**src/hdl/lit_defines.svh**
```systemverilog
// register offsets, field positions and reset values for the local interrupt unit
`ifndef LIT_DEFINES_SVH
`define LIT_DEFINES_SVH
`define ADDR_ERR_STATUS 8'h28
`define ADDR_TMR_VECTOR 8'h32
`define ADDR_TMR_INIT 8'h38
`define ADDR_TMR_CUR 8'h39
`define ADDR_TMR_DIV 8'h3e
`define ADDR_REQ_BASE 8'h20
`define ADDR_REQ_LAST 8'h27
`define ADDR_IRQ_STATUS 8'h40
`define ADDR_IRQ_CLEAR 8'h41
`define ADDR_IRQ_ENABLE 8'h42
`define ADDR_VEC_IN 8'h43
`define BIT_ILLEGAL_VEC 6
`define BIT_VEC_PENDING 12
`define BIT_VEC_MASK 16
`define BIT_VEC_PERIODIC 17
`define VEC_ILLEGAL_MAX 8'h0f
`define EV_ILLEGAL 0
`define EV_ERRINT 1
`define EV_TIMER 2
`define DELIVER_CYCLES 4'h3
`define VEC_RESET 32'h0001_0000
`endif

```
**src/hdl/lit_pkg.sv**
```systemverilog
// types for the local interrupt unit
package lit_pkg;
    typedef struct packed {
        logic [7:0] addr;
        logic [31:0] wdata;
        logic wr;
        logic rd;
    } bus_req_type;
    typedef enum logic [1:0] {
        DLV_IDLE = 2'b00,
        DLV_SEND = 2'b01,
        DLV_POST = 2'b10
    } dlv_state_type;
endpackage

```
**src/hdl/lit_prescale.sv**
```systemverilog
// divide-configuration prescaler producing count ticks
`timescale 1ns/100ps
`include "lit_defines.svh"
module lit_prescale
(
    input wire logic clk_i,
    input wire logic rst_n_i,
    input wire logic [3:0] div_i,
    input wire logic run_i,
    output logic tick_o
);
    logic [7:0] pre;
    logic [2:0] sel;
    // divide code bits 3,1,0 select a power of two, 3'b111 means by one
    always_comb
    begin
        sel = {div_i[3], div_i[1:0]};
    end
    always_ff @(posedge clk_i or negedge rst_n_i)
    begin
        if (!rst_n_i)
            pre <= 8'h00;
        else if (!run_i)
            pre <= 8'h00;
        else
            pre <= pre + 8'h01;
    end
    always_comb
    begin
        if (sel == 3'b111)
            tick_o = run_i;
        else
            tick_o = run_i && (pre[sel] == 1'b1) && (&pre[sel -: 1] || sel == 3'h0)
                && ((pre & ((8'h01 << (sel + 3'h1)) - 8'h01)) == ((8'h01 << (sel + 3'h1)) - 8'h01));
    end
endmodule

```
**src/hdl/lit_sticky.sv**
```systemverilog
// sticky event bits with set winning over clear
`timescale 1ns/100ps
module lit_sticky
#(
    parameter int WIDTH = 3
)
(
    input wire logic clk_i,
    input wire logic rst_n_i,
    input wire logic [WIDTH-1:0] set_i,
    input wire logic [WIDTH-1:0] clr_i,
    output logic [WIDTH-1:0] q_o
);
    genvar g;
    generate
        for (g = 0; g < WIDTH; g = g + 1)
        begin : bits
            always_ff @(posedge clk_i or negedge rst_n_i)
            begin
                if (!rst_n_i)
                    q_o[g] <= 1'b0;
                else if (set_i[g])
                    q_o[g] <= 1'b1;
                else if (clr_i[g])
                    q_o[g] <= 1'b0;
            end
        end
    endgenerate
endmodule

```
**src/hdl/local_intc_timer_error_log.sv**
```systemverilog
// error log and timer delivery logic of the local interrupt unit
// Behaviour
// - an incoming message with an illegal vector sets bit 6 of the error status register.
// - an illegal vector arriving in the same cycle as a write to error status is still logged.
// - every logged illegal vector raises the error interrupt, even during an error status write.
// - the timer entry delivery-status bit stays set for the whole timer delivery.
// - on acceptance the request bit chosen by the timer entry vector is set.
// - with count zero and both status and request bits clear, no more timer delivery follows.
// - delivery visibility holds for every divide setting, including four and above.
// - writing zero to the initial count stops the timer and cancels any pending delivery.
`timescale 1ns/100ps
`include "lit_defines.svh"
module local_intc_timer_error_log
(
    input wire logic REF_CLK_I,
    input wire logic RST_N_I,
    input wire logic [7:0] ADDR_I,
    input wire logic [31:0] WDATA_I,
    input wire logic WR_I,
    input wire logic RD_I,
    input wire logic VEC_VALID_I,
    input wire logic [7:0] VEC_I,
    output logic [31:0] RDATA_O,
    output logic IRQ_O,
    output logic ERR_INT_O
);
    lit_pkg::bus_req_type req;
    lit_pkg::dlv_state_type dlv_state;
    lit_pkg::dlv_state_type next_dlv_state;
    logic [7:0] error_status_reg;
    logic [31:0] timer_vector_entry;
    logic [31:0] timer_init_count;
    logic [31:0] timer_current_count;
    logic [3:0] timer_divide_config;
    logic [255:0] interrupt_request_bits;
    logic [2:0] irq_enable;
    logic [2:0] irq_status;
    logic [2:0] ev_set;
    logic [2:0] ev_clr;
    logic [3:0] dlv_cnt;
    logic [7:0] last_vec;
    logic tick;
    logic running;
    logic expire;
    logic illegal;
    logic accept;
    logic init_wr;

    function automatic logic hit(input logic [7:0] a, input logic [7:0] b);
        hit = (a == b);
    endfunction

    always_comb
    begin
        req.addr = ADDR_I;
        req.wdata = WDATA_I;
        req.wr = WR_I;
        req.rd = RD_I;
    end

    assign illegal = VEC_VALID_I && (VEC_I <= `VEC_ILLEGAL_MAX);
    assign init_wr = req.wr && hit(req.addr, `ADDR_TMR_INIT);
    assign running = (timer_current_count != 32'h0000_0000);
    assign expire = running && tick && (timer_current_count == 32'h0000_0001);
    assign accept = (dlv_state == lit_pkg::DLV_SEND) && (dlv_cnt == 4'h0);

    lit_prescale u_pre
    (
        .clk_i(REF_CLK_I),
        .rst_n_i(RST_N_I),
        .div_i(timer_divide_config),
        .run_i(running),
        .tick_o(tick)
    );

    // error status: write clears, a coincident illegal vector wins
    always_ff @(posedge REF_CLK_I or negedge RST_N_I)
    begin
        if (!RST_N_I)
            error_status_reg <= 8'h00;
        else
        begin
            if (req.wr && hit(req.addr, `ADDR_ERR_STATUS))
                error_status_reg <= 8'h00;
            if (illegal)
                error_status_reg[`BIT_ILLEGAL_VEC] <= 1'b1;
        end
    end

    always_ff @(posedge REF_CLK_I or negedge RST_N_I)
    begin
        if (!RST_N_I)
            last_vec <= 8'h00;
        else if (VEC_VALID_I)
            last_vec <= VEC_I;
    end

    // error interrupt pulse for each logged illegal vector
    always_ff @(posedge REF_CLK_I or negedge RST_N_I)
    begin
        if (!RST_N_I)
            ERR_INT_O <= 1'b0;
        else
            ERR_INT_O <= illegal;
    end

    always_ff @(posedge REF_CLK_I or negedge RST_N_I)
    begin
        if (!RST_N_I)
        begin
            timer_divide_config <= 4'h0;
            irq_enable <= 3'h0;
        end
        else if (req.wr)
        begin
            if (hit(req.addr, `ADDR_TMR_DIV))
                timer_divide_config <= req.wdata[3:0];
            if (hit(req.addr, `ADDR_IRQ_ENABLE))
                irq_enable <= req.wdata[2:0];
        end
    end

    // vector entry; delivery-status bit is hardware owned
    always_ff @(posedge REF_CLK_I or negedge RST_N_I)
    begin
        if (!RST_N_I)
            timer_vector_entry <= `VEC_RESET;
        else
        begin
            if (req.wr && hit(req.addr, `ADDR_TMR_VECTOR))
                timer_vector_entry <= req.wdata;
            timer_vector_entry[`BIT_VEC_PENDING] <= (next_dlv_state == lit_pkg::DLV_SEND);
        end
    end

    // initial and current count
    always_ff @(posedge REF_CLK_I or negedge RST_N_I)
    begin
        if (!RST_N_I)
        begin
            timer_init_count <= 32'h0000_0000;
            timer_current_count <= 32'h0000_0000;
        end
        else if (init_wr)
        begin
            timer_init_count <= req.wdata;
            timer_current_count <= req.wdata;
        end
        else if (expire && timer_vector_entry[`BIT_VEC_PERIODIC])
            timer_current_count <= timer_init_count;
        else if (running && tick)
            timer_current_count <= timer_current_count - 32'h0000_0001;
    end

    // delivery sequencer
    always_comb
    begin
        next_dlv_state = dlv_state;
        unique case (dlv_state)
            lit_pkg::DLV_IDLE:
                if (expire && !timer_vector_entry[`BIT_VEC_MASK] && !init_wr)
                    next_dlv_state = lit_pkg::DLV_SEND;
            lit_pkg::DLV_SEND:
                if (init_wr && req.wdata == 32'h0000_0000)
                    next_dlv_state = lit_pkg::DLV_IDLE;
                else if (accept)
                    next_dlv_state = lit_pkg::DLV_POST;
            lit_pkg::DLV_POST:
                next_dlv_state = lit_pkg::DLV_IDLE;
            default:
                next_dlv_state = lit_pkg::DLV_IDLE;
        endcase
    end

    always_ff @(posedge REF_CLK_I or negedge RST_N_I)
    begin
        if (!RST_N_I)
            dlv_state <= lit_pkg::DLV_IDLE;
        else
            dlv_state <= next_dlv_state;
    end

    always_ff @(posedge REF_CLK_I or negedge RST_N_I)
    begin
        if (!RST_N_I)
            dlv_cnt <= 4'h0;
        else if (dlv_state == lit_pkg::DLV_IDLE)
            dlv_cnt <= `DELIVER_CYCLES;
        else if (dlv_cnt != 4'h0)
            dlv_cnt <= dlv_cnt - 4'h1;
    end

    // request bits: set on acceptance in the same edge that clears delivery status
    always_ff @(posedge REF_CLK_I or negedge RST_N_I)
    begin
        if (!RST_N_I)
            interrupt_request_bits <= '0;
        else
        begin
            if (req.wr && req.addr >= `ADDR_REQ_BASE && req.addr <= `ADDR_REQ_LAST)
                interrupt_request_bits[{req.addr[2:0], 5'h00} +: 32] <= 32'h0000_0000;
            if (accept && next_dlv_state == lit_pkg::DLV_POST)
                interrupt_request_bits[timer_vector_entry[7:0]] <= 1'b1;
        end
    end

    always_comb
    begin
        ev_set = 3'h0;
        ev_set[`EV_ILLEGAL] = illegal;
        ev_set[`EV_ERRINT] = illegal;
        ev_set[`EV_TIMER] = accept && next_dlv_state == lit_pkg::DLV_POST;
        ev_clr = (req.wr && hit(req.addr, `ADDR_IRQ_CLEAR)) ? req.wdata[2:0] : 3'h0;
    end

    lit_sticky #(.WIDTH(3)) u_sticky
    (
        .clk_i(REF_CLK_I),
        .rst_n_i(RST_N_I),
        .set_i(ev_set),
        .clr_i(ev_clr),
        .q_o(irq_status)
    );

    assign IRQ_O = |(irq_status & irq_enable);

    // read data one cycle after the strobe
    always_ff @(posedge REF_CLK_I or negedge RST_N_I)
    begin
        if (!RST_N_I)
            RDATA_O <= 32'h0000_0000;
        else if (!req.rd)
            RDATA_O <= 32'h0000_0000;
        else if (req.addr >= `ADDR_REQ_BASE && req.addr <= `ADDR_REQ_LAST)
            RDATA_O <= interrupt_request_bits[{req.addr[2:0], 5'h00} +: 32];
        else
        begin
            unique case (req.addr)
                `ADDR_ERR_STATUS: RDATA_O <= {24'h000000, error_status_reg};
                `ADDR_TMR_VECTOR: RDATA_O <= timer_vector_entry;
                `ADDR_TMR_INIT: RDATA_O <= timer_init_count;
                `ADDR_TMR_CUR: RDATA_O <= timer_current_count;
                `ADDR_TMR_DIV: RDATA_O <= {28'h0000000, timer_divide_config};
                `ADDR_IRQ_STATUS: RDATA_O <= {29'h00000000, irq_status};
                `ADDR_IRQ_ENABLE: RDATA_O <= {29'h00000000, irq_enable};
                `ADDR_VEC_IN: RDATA_O <= {24'h000000, last_vec};
                default: RDATA_O <= 32'h0000_0000;
            endcase
        end
    end
endmodule

```
**config.mk**
```make
export PLATFORM = sky130hd
export DESIGN_NAME = local_intc_timer_error_log
export DESIGN_NICKNAME = d
export VERILOG_FILES = /design/src/hdl/lit_pkg.sv /design/src/hdl/lit_prescale.sv /design/src/hdl/lit_sticky.sv /design/src/hdl/local_intc_timer_error_log.sv
export VERILOG_INCLUDE_DIRS = /design/src /design/src/hdl
export SDC_FILE = /design/constraint.sdc
export NUM_CORES = 1
export LEC_CHECK = 0
export BUFFER_PORTS_ARGS = -buffer_cell sky130_fd_sc_hd__buf_2
export CAP_MARGIN = 20
export CELL_PAD_IN_SITES_DETAIL_PLACEMENT = 1
export CELL_PAD_IN_SITES_GLOBAL_PLACEMENT = 2
export CORE_ASPECT_RATIO = 1.1
export CORE_MARGIN = 5
export CORE_UTILIZATION = 41
export DETAILED_ROUTE_END_ITERATION = 7
export PLACE_DENSITY = 0.84
export SYNTH_ARGS = -nofsm -noshare
export SYNTH_HDL_FRONTEND = slang
export SYNTH_HIERARCHICAL = 1
export SYNTH_SLANG_ARGS = --single-unit
```
**constraint.sdc**
```tcl
create_clock -name REF_CLK_I -period 4.65 [get_ports REF_CLK_I]
set_clock_uncertainty 0.1 [all_clocks]
set_input_delay 0.465 -clock REF_CLK_I [delete_from_list [all_inputs] [get_ports REF_CLK_I]]
set_output_delay 0.465 -clock REF_CLK_I [all_outputs]
set_load 0.02 [all_outputs]
```
; ---- Word-level counts from Yosys, hierarchy flattened
; Cells that the tools add are included.
[op_classes]
eq_ne = 15
reduce_logical = 38
shifts = 5
n_bitwise = 3
addsub = 6
order_cmp = 6
n_mux = 30
[ops]
columns = cell, count
row1 = 256-bit 2-to-1 mux, 2
row2 = 256-bit bitwise mux, 1
row3 = 256-bit bitwise OR, 1
row4 = 32-bit case mux with 8 select lines, 1
row5 = 32-bit by 10-bit variable shift with 256-bit output (first input constant), 1
row6 = 256-bit by 9-bit variable part select with 32-bit output, 1
row7 = 32-bit by 10-bit variable part select with 256-bit output (first input constant), 1
row8 = 32-bit 2-to-1 mux, 5
row9 = 8-bit by 6-bit == test with 1-bit output (second input constant), 5
row10 = 32-bit by 1-bit == test with 1-bit output (second input constant), 1
row11 = 8-bit by 7-bit == test with 1-bit output (second input constant), 4
row12 = 32-bit zero test, 1
row13 = 32-bit nonzero test, 1
row14 = 32-bit by 1-bit subtractor with 32-bit output (second input constant), 1
row15 = 1-bit logical AND, 20
row16 = 1-bit 2-to-1 mux, 10
row17 = 8-bit negator with 10-bit output, 1
row18 = 2-bit nonzero test, 5
row19 = 8-bit by 9-bit less-than comparator with 1-bit output (second input constant), 1
row20 = 8-bit by 1-bit adder with 8-bit output (second input constant), 1
row21 = 8-bit AND, 1
row22 = 1-bit demux with 8-bit select, 1
row23 = 8-bit == test, 1
row24 = 8-bit by 1-bit greater-or-equal comparator with 1-bit output (second input constant), 1
row25 = other kinds (29), 35
[word_totals]
out_inout_bits = 34
inputBits = 53
register_bits = 418
word_cells = 120

; ---- Logic depth before layout (Yosys ltp)
[depth]
ltp_word = 16
mapped_depth = 21
depth_no_buf = 15

; ---- Hierarchy
; The synthesis kept the hierarchy.
[by_module_without_submodules]
columns = module, instances, seq_area_each_um2, area_each_um2, cells_per_inst
row1 = local_intc_timer_error_log, 1, 10186.0, 18725.5, 1817
row2 = lit_prescale, 1, 200.2, 742.0, 83
row3 = lit_sticky, 1, 75.1, 108.9, 9

; ---- Worst setup path after synthesis
; OpenSTA, ideal clock, no wires.
[synth_path]
kind = reg2reg
from = reg timer_divide_config[0]
to = reg timer_current_count[30]
path_buffers = 6
path_stages_with_launch = 22
period_less_slack_ns = 3.935
required_ns = 4.485
setup_time_ns = 0.065
arrival_ns = 3.770
path_slack_ns = 0.715
path_cell_list = dfrtp_1 > buf_6 > nand2_1 > inv_1 > ha_1 > buf_4 > nand2_1 > ha_1 > nand2b_1 > mux2i_1 > nor3_1 > a2111oi_1 > a32o_1 > clkbuf_1 > and4b_1 > clkbuf_1 > and4_1 > buf_4 > buf_6 > nand3_1 > a31oi_1 > o22a_1
[synth_via]
elab_chain_len = 12
elab_cells_between_ends = 21
cone_classes = add/sub: 2 / eq/ne: 2 / shift: 2 / mux: 5 / bitwise: 1 / reduce/logical: 9
[synth_rtl]
columns = element, line_no
row1 = "start, declared", local_intc_timer_error_log.sv:34  ; logic [3:0] timer_divide_config;
row2 = "start signal, assigned", local_intc_timer_error_log.sv:117  ; timer_divide_config <= req.wdata[3:0];
row3 = 3-bit by 1-bit adder with 3-bit output, lit_prescale.sv:34  ; && ((pre & ((8'h01 << (sel + 3'h1)) - 8'h01)) == ((8'h01 << (sel + 3'h1)) - 8'h01));
row4 = 1-bit by 3-bit left shift with 8-bit output, lit_prescale.sv:34
row5 = 8-bit by 1-bit subtractor with 8-bit output, lit_prescale.sv:34
row6 = 8-bit AND, lit_prescale.sv:34
row7 = 8-bit == test, lit_prescale.sv:34
row8 = 1-bit logical AND, lit_prescale.sv:34
row9 = 1-bit 2-to-1 mux *, lit_prescale.sv:30  ; if (sel == 3'b111)
row10 = named net tick, local_intc_timer_error_log.sv:42  ; logic tick;
row11 = 1-bit logical AND *, "local_intc_timer_error_log.sv:64, local_intc_timer_error_log.sv:151"
row12 = 1-bit logical AND, local_intc_timer_error_log.sv:64  ; assign expire = running && tick && (timer_current_count == 32'h0000_0001);
row13 = 1-bit logical AND, local_intc_timer_error_log.sv:149  ; else if (expire && timer_vector_entry[`BIT_VEC_PERIODIC])
row14 = 32-bit 2-to-1 mux, local_intc_timer_error_log.sv:149
row15 = 32-bit 2-to-1 mux, local_intc_timer_error_log.sv:144  ; else if (init_wr)
row16 = "end signal, assigned", local_intc_timer_error_log.sv:147  ; timer_current_count <= req.wdata;
row17 = "end signal, assigned", local_intc_timer_error_log.sv:150  ; timer_current_count <= timer_init_count;
row18 = "end signal, assigned", local_intc_timer_error_log.sv:152  ; timer_current_count <= timer_current_count - 32'h0000_0001;
row19 = "end, declared", local_intc_timer_error_log.sv:33  ; logic [31:0] timer_current_count;
; The timed path passes the listed nets; every way through them passes the cells marked *. The select of a mux whose other input is x is not followed.
; A chain may end at the register's enable or synchronous reset.

; ---- Final worst setup path
[layout_path]
from = reg timer_divide_config[1]
to = reg timer_current_count[11]
; Same word-level chain as after synthesis.

==> results.sh <==
export IMPL_status="finished, final reports clean"
export IMPL_post_route_drc_count=0
export IMPL_async_flop_share=1.000
export IMPL_ant_nets=0
export IMPL_grt_first_pass_wirelength_um=102100
export IMPL_hold_class="in2reg"
export IMPL_cts_max_level=2
export IMPL_seq_area_sq_um=10460
export IMPL_largest_reg_flops=256
export IMPL_worstPathArrival_ns=4.74
export IMPL_die_w_um=218.3
export IMPL_p_per_area_nw_per_um2=392.7
export IMPL_wirelength_um=65360
export IMPL_vias=15520
export IMPL_grt_ovfl_total=0
export IMPL_synth_nets=1975
export IMPL_regMostFlops="interrupt_request_bits"
export IMPL_fin_crit_ns=4.396
export IMPL_yosysMostFrequentCell="nand2_1"
export IMPL_crit_fanout=16
export IMPL_synth_avg_cell_area_sq_um=10.25
export IMPL_setup_viol=0
export IMPL_path_clk_slew_ns=0.06
export IMPL_yosysSeqAreaShare=0.5344
export IMPL_via_per_inst=5.885
export IMPL_clock_path_buffers=3
export IMPL_ys_ff_latch=418
export IMPL_yosysTopAreaCell="dfrtp_1"
export IMPL_cts_tree="built"
export IMPL_stdcell_count=2637
export IMPL_cts_root_buffer="clkbuf_16"
export IMPL_p_leak_nw=9.894
export IMPL_synth_area_sq_um=19580
export IMPL_post_cts_buffers=0
export IMPL_netlist_top_cells_area="dfrtp_1 53%, nand2_1 8.3%, mux4_2 7.4%, o21ai_1 4.3%, o21ai_0 4.0%"
export IMPL_finalCritPeriodShare=0.9453
export IMPL_die_h_um=239.2
export IMPL_synth_distinct_cells=82
export IMPL_hold_violations=0
export IMPL_initial_core_util=0.4121
export IMPL_track_usage=0.2515
export IMPL_final_setup_tns_ns=0
export IMPL_fin_nets=2025
export IMPL_synth_cells=1909
export IMPL_core_area_sq_um=47510
export IMPL_yosys_top_cells_count="435 x nand2_1, 417 x dfrtp_1, 167 x o21ai_1"
export IMPL_maxSlewViolCount=0
export IMPL_total_power_mw=8.741
export IMPL_drive_gt1_frac=0.1667
export IMPL_synth_flop_cell="dfrtp_1"
export IMPL_grt_antenna_before_repair=1
export IMPL_multi_input_area_sq_um=8471
export IMPL_synth_edf_count=0
export IMPL_start_kind="register"
export IMPL_drt_wirelength_per_cell_um=24.79
export IMPL_dp_cells=2555
export IMPL_fmax_mhz=227.5
export IMPL_diodes=0
export IMPL_critical_path_class="reg2reg"
export IMPL_max_slew_margin=0.3158
export IMPL_hpwl_um=42950
export IMPL_internal_power_mw=6.367
export IMPL_switching_share=0.2715
export IMPL_rsz0062_at_grt="false"
export IMPL_pwr_share_clk=0.429
export IMPL_fin_util=0.4686
export IMPL_power_frac_comb=0.123
export IMPL_grt_max_degree=108
export IMPL_grt_pass1_vias=16710
export IMPL_io_buffers=86
export IMPL_area_delta_synth_final_pct=13.70
export IMPL_maxCapViolations=0
export IMPL_insertion_delay_ns=0.58
export IMPL_seqPwrFrac=0.448
export IMPL_fillers=5227
export IMPL_p_switching_mw=2.374
export IMPL_dieArea_sq_um=52220
export IMPL_synth_top_area_share=0.5330
export IMPL_crit_required_ns=5.00
export IMPL_io_pins=87
export IMPL_cts_num_sinks=418
export IMPL_whs_ns=0.01982
export IMPL_gp_congestion=0.8581
export IMPL_yosys_warnings=6
export IMPL_drt_pass1_iter_count=6
export IMPL_numCtsBuffers=45
export IMPL_tightest_slew_ns=1.012
export IMPL_ir_drop_mv=0.2236
export IMPL_rows=84
export IMPL_drt_iter0_drc=1231
export IMPL_endpoint_kind="register"
area by class of cell:
cell class              count  area share
well taps                 645     0.03626
inverters                  24    0.004047
clock inverters            15    0.008432
clock buffers              65     0.06037
multi-input cells        1329      0.3806
flip-flops and latches    418      0.4700
repair buffers            141     0.04036
timing repair:
item                       in CTS  in global routing
hold buffers                    2                  0
gates resized for setup         0                  2
hold endpoints to repair       89                  0
setup endpoints to repair       0                  7
layer usage:
metal	up-vias	global-route usage	share of wire
met5	-	0	0
met4	0	0.08013	0.031
met3	117	0.03362	0.046
met2	417	0.4462	0.52
met1	8095	0.3211	0.41
li1	6889	-	-
path summary, 6_finish.rpt:
| check | start | endpoint | slack [ns] | cells past startpoint |
|---|---|---|---|---|
| worst max-delay path | timer_divide_config[1]$_DFFE_PN0P_ | timer_current_count[11]$_DFFE_PN0P_ | 0.25 | 16 |
| worst min-delay path | VEC_I[0] | last_vec[0]$_DFFE_PN0P_ | 0.02 | 2 |
| worst max register to register | timer_divide_config[1]$_DFFE_PN0P_ | timer_current_count[11]$_DFFE_PN0P_ | 0.25 | 16 |
| worst min register to register | interrupt_request_bits[212]$_DFF_PN0_ | interrupt_request_bits[212]$_DFF_PN0_ | 0.38 | 2 |
| max in group asynchronous | RST_N_I | timer_current_count[26]$_DFFE_PN0P_ | 2.86 | 3 |
| min in group asynchronous | RST_N_I | dlv_cnt[1]$_DFFE_PN0P_ | 0.38 | 2 |
power groups by stage:
stage	clock (mW)	sequential, mW	combinational [mW]
final	3.75	3.92	1.07
after global placement	0	3.97	1.04
after global routing	3.97	3.93	1.17
after floorplan	0	3.92	0.693
after detailed placement	0	3.98	1.07
after CTS	3.81	3.91	1.07
per-stage QoR:
step	instance area [sq um]	setup WS, ns
after floorplan	19580	0.7152
after global placement	20700	0.3436
after detailed placement	20700	0.2294
after CTS	22260	0.2137
after global routing	22260	0.02015
final	22260	0.2543
worst max-delay path, stage by stage, from the launching register on:
cell	delay (ns)
dfrtp_1	0.47
nand2_1	0.18
inv_1	0.09
ha_1	0.44
nand2_1	0.13
ha_1	0.24
nand2b_1	0.16
mux2i_1	0.25
nor3_1	0.09
a2111oi_1	0.33
a32o_1	0.35
buf_4	0.21
inv_1	0.14
a41o_2	0.41
or4_1	0.50
nand3_1	0.10
o211ai_1	0.10
logic make-up (layout without fill, tap and decap cells):
kind of cell               Yosys count  count (layout)  synth area share
muxes                              134             134            0.1118
buffers and inverters              162             245           0.03368
adders and majority gates           13              13          0.008309
DFF                                418             418            0.5344
and+or+nand+nor                    689             689            0.1588
xor gates and xnor gates            19              19          0.008501
AOI/OAI and AO/OA                  474             474            0.1444
cells in the final DEF (no fill, tap or decap), types with 35 or more instances in the layout:
cell type / n
nor2_1: 56
buf_4: 51
o21ai_1: 167
mux4_2: 64
o21ai_0: 155
nand2_1: 435
dfrtp_1: 417
and2_1: 35
buf_2: 84
clkbuf_16: 47
mux2_2: 37
nand3_1: 37
(Power assumes the default switching activity.)
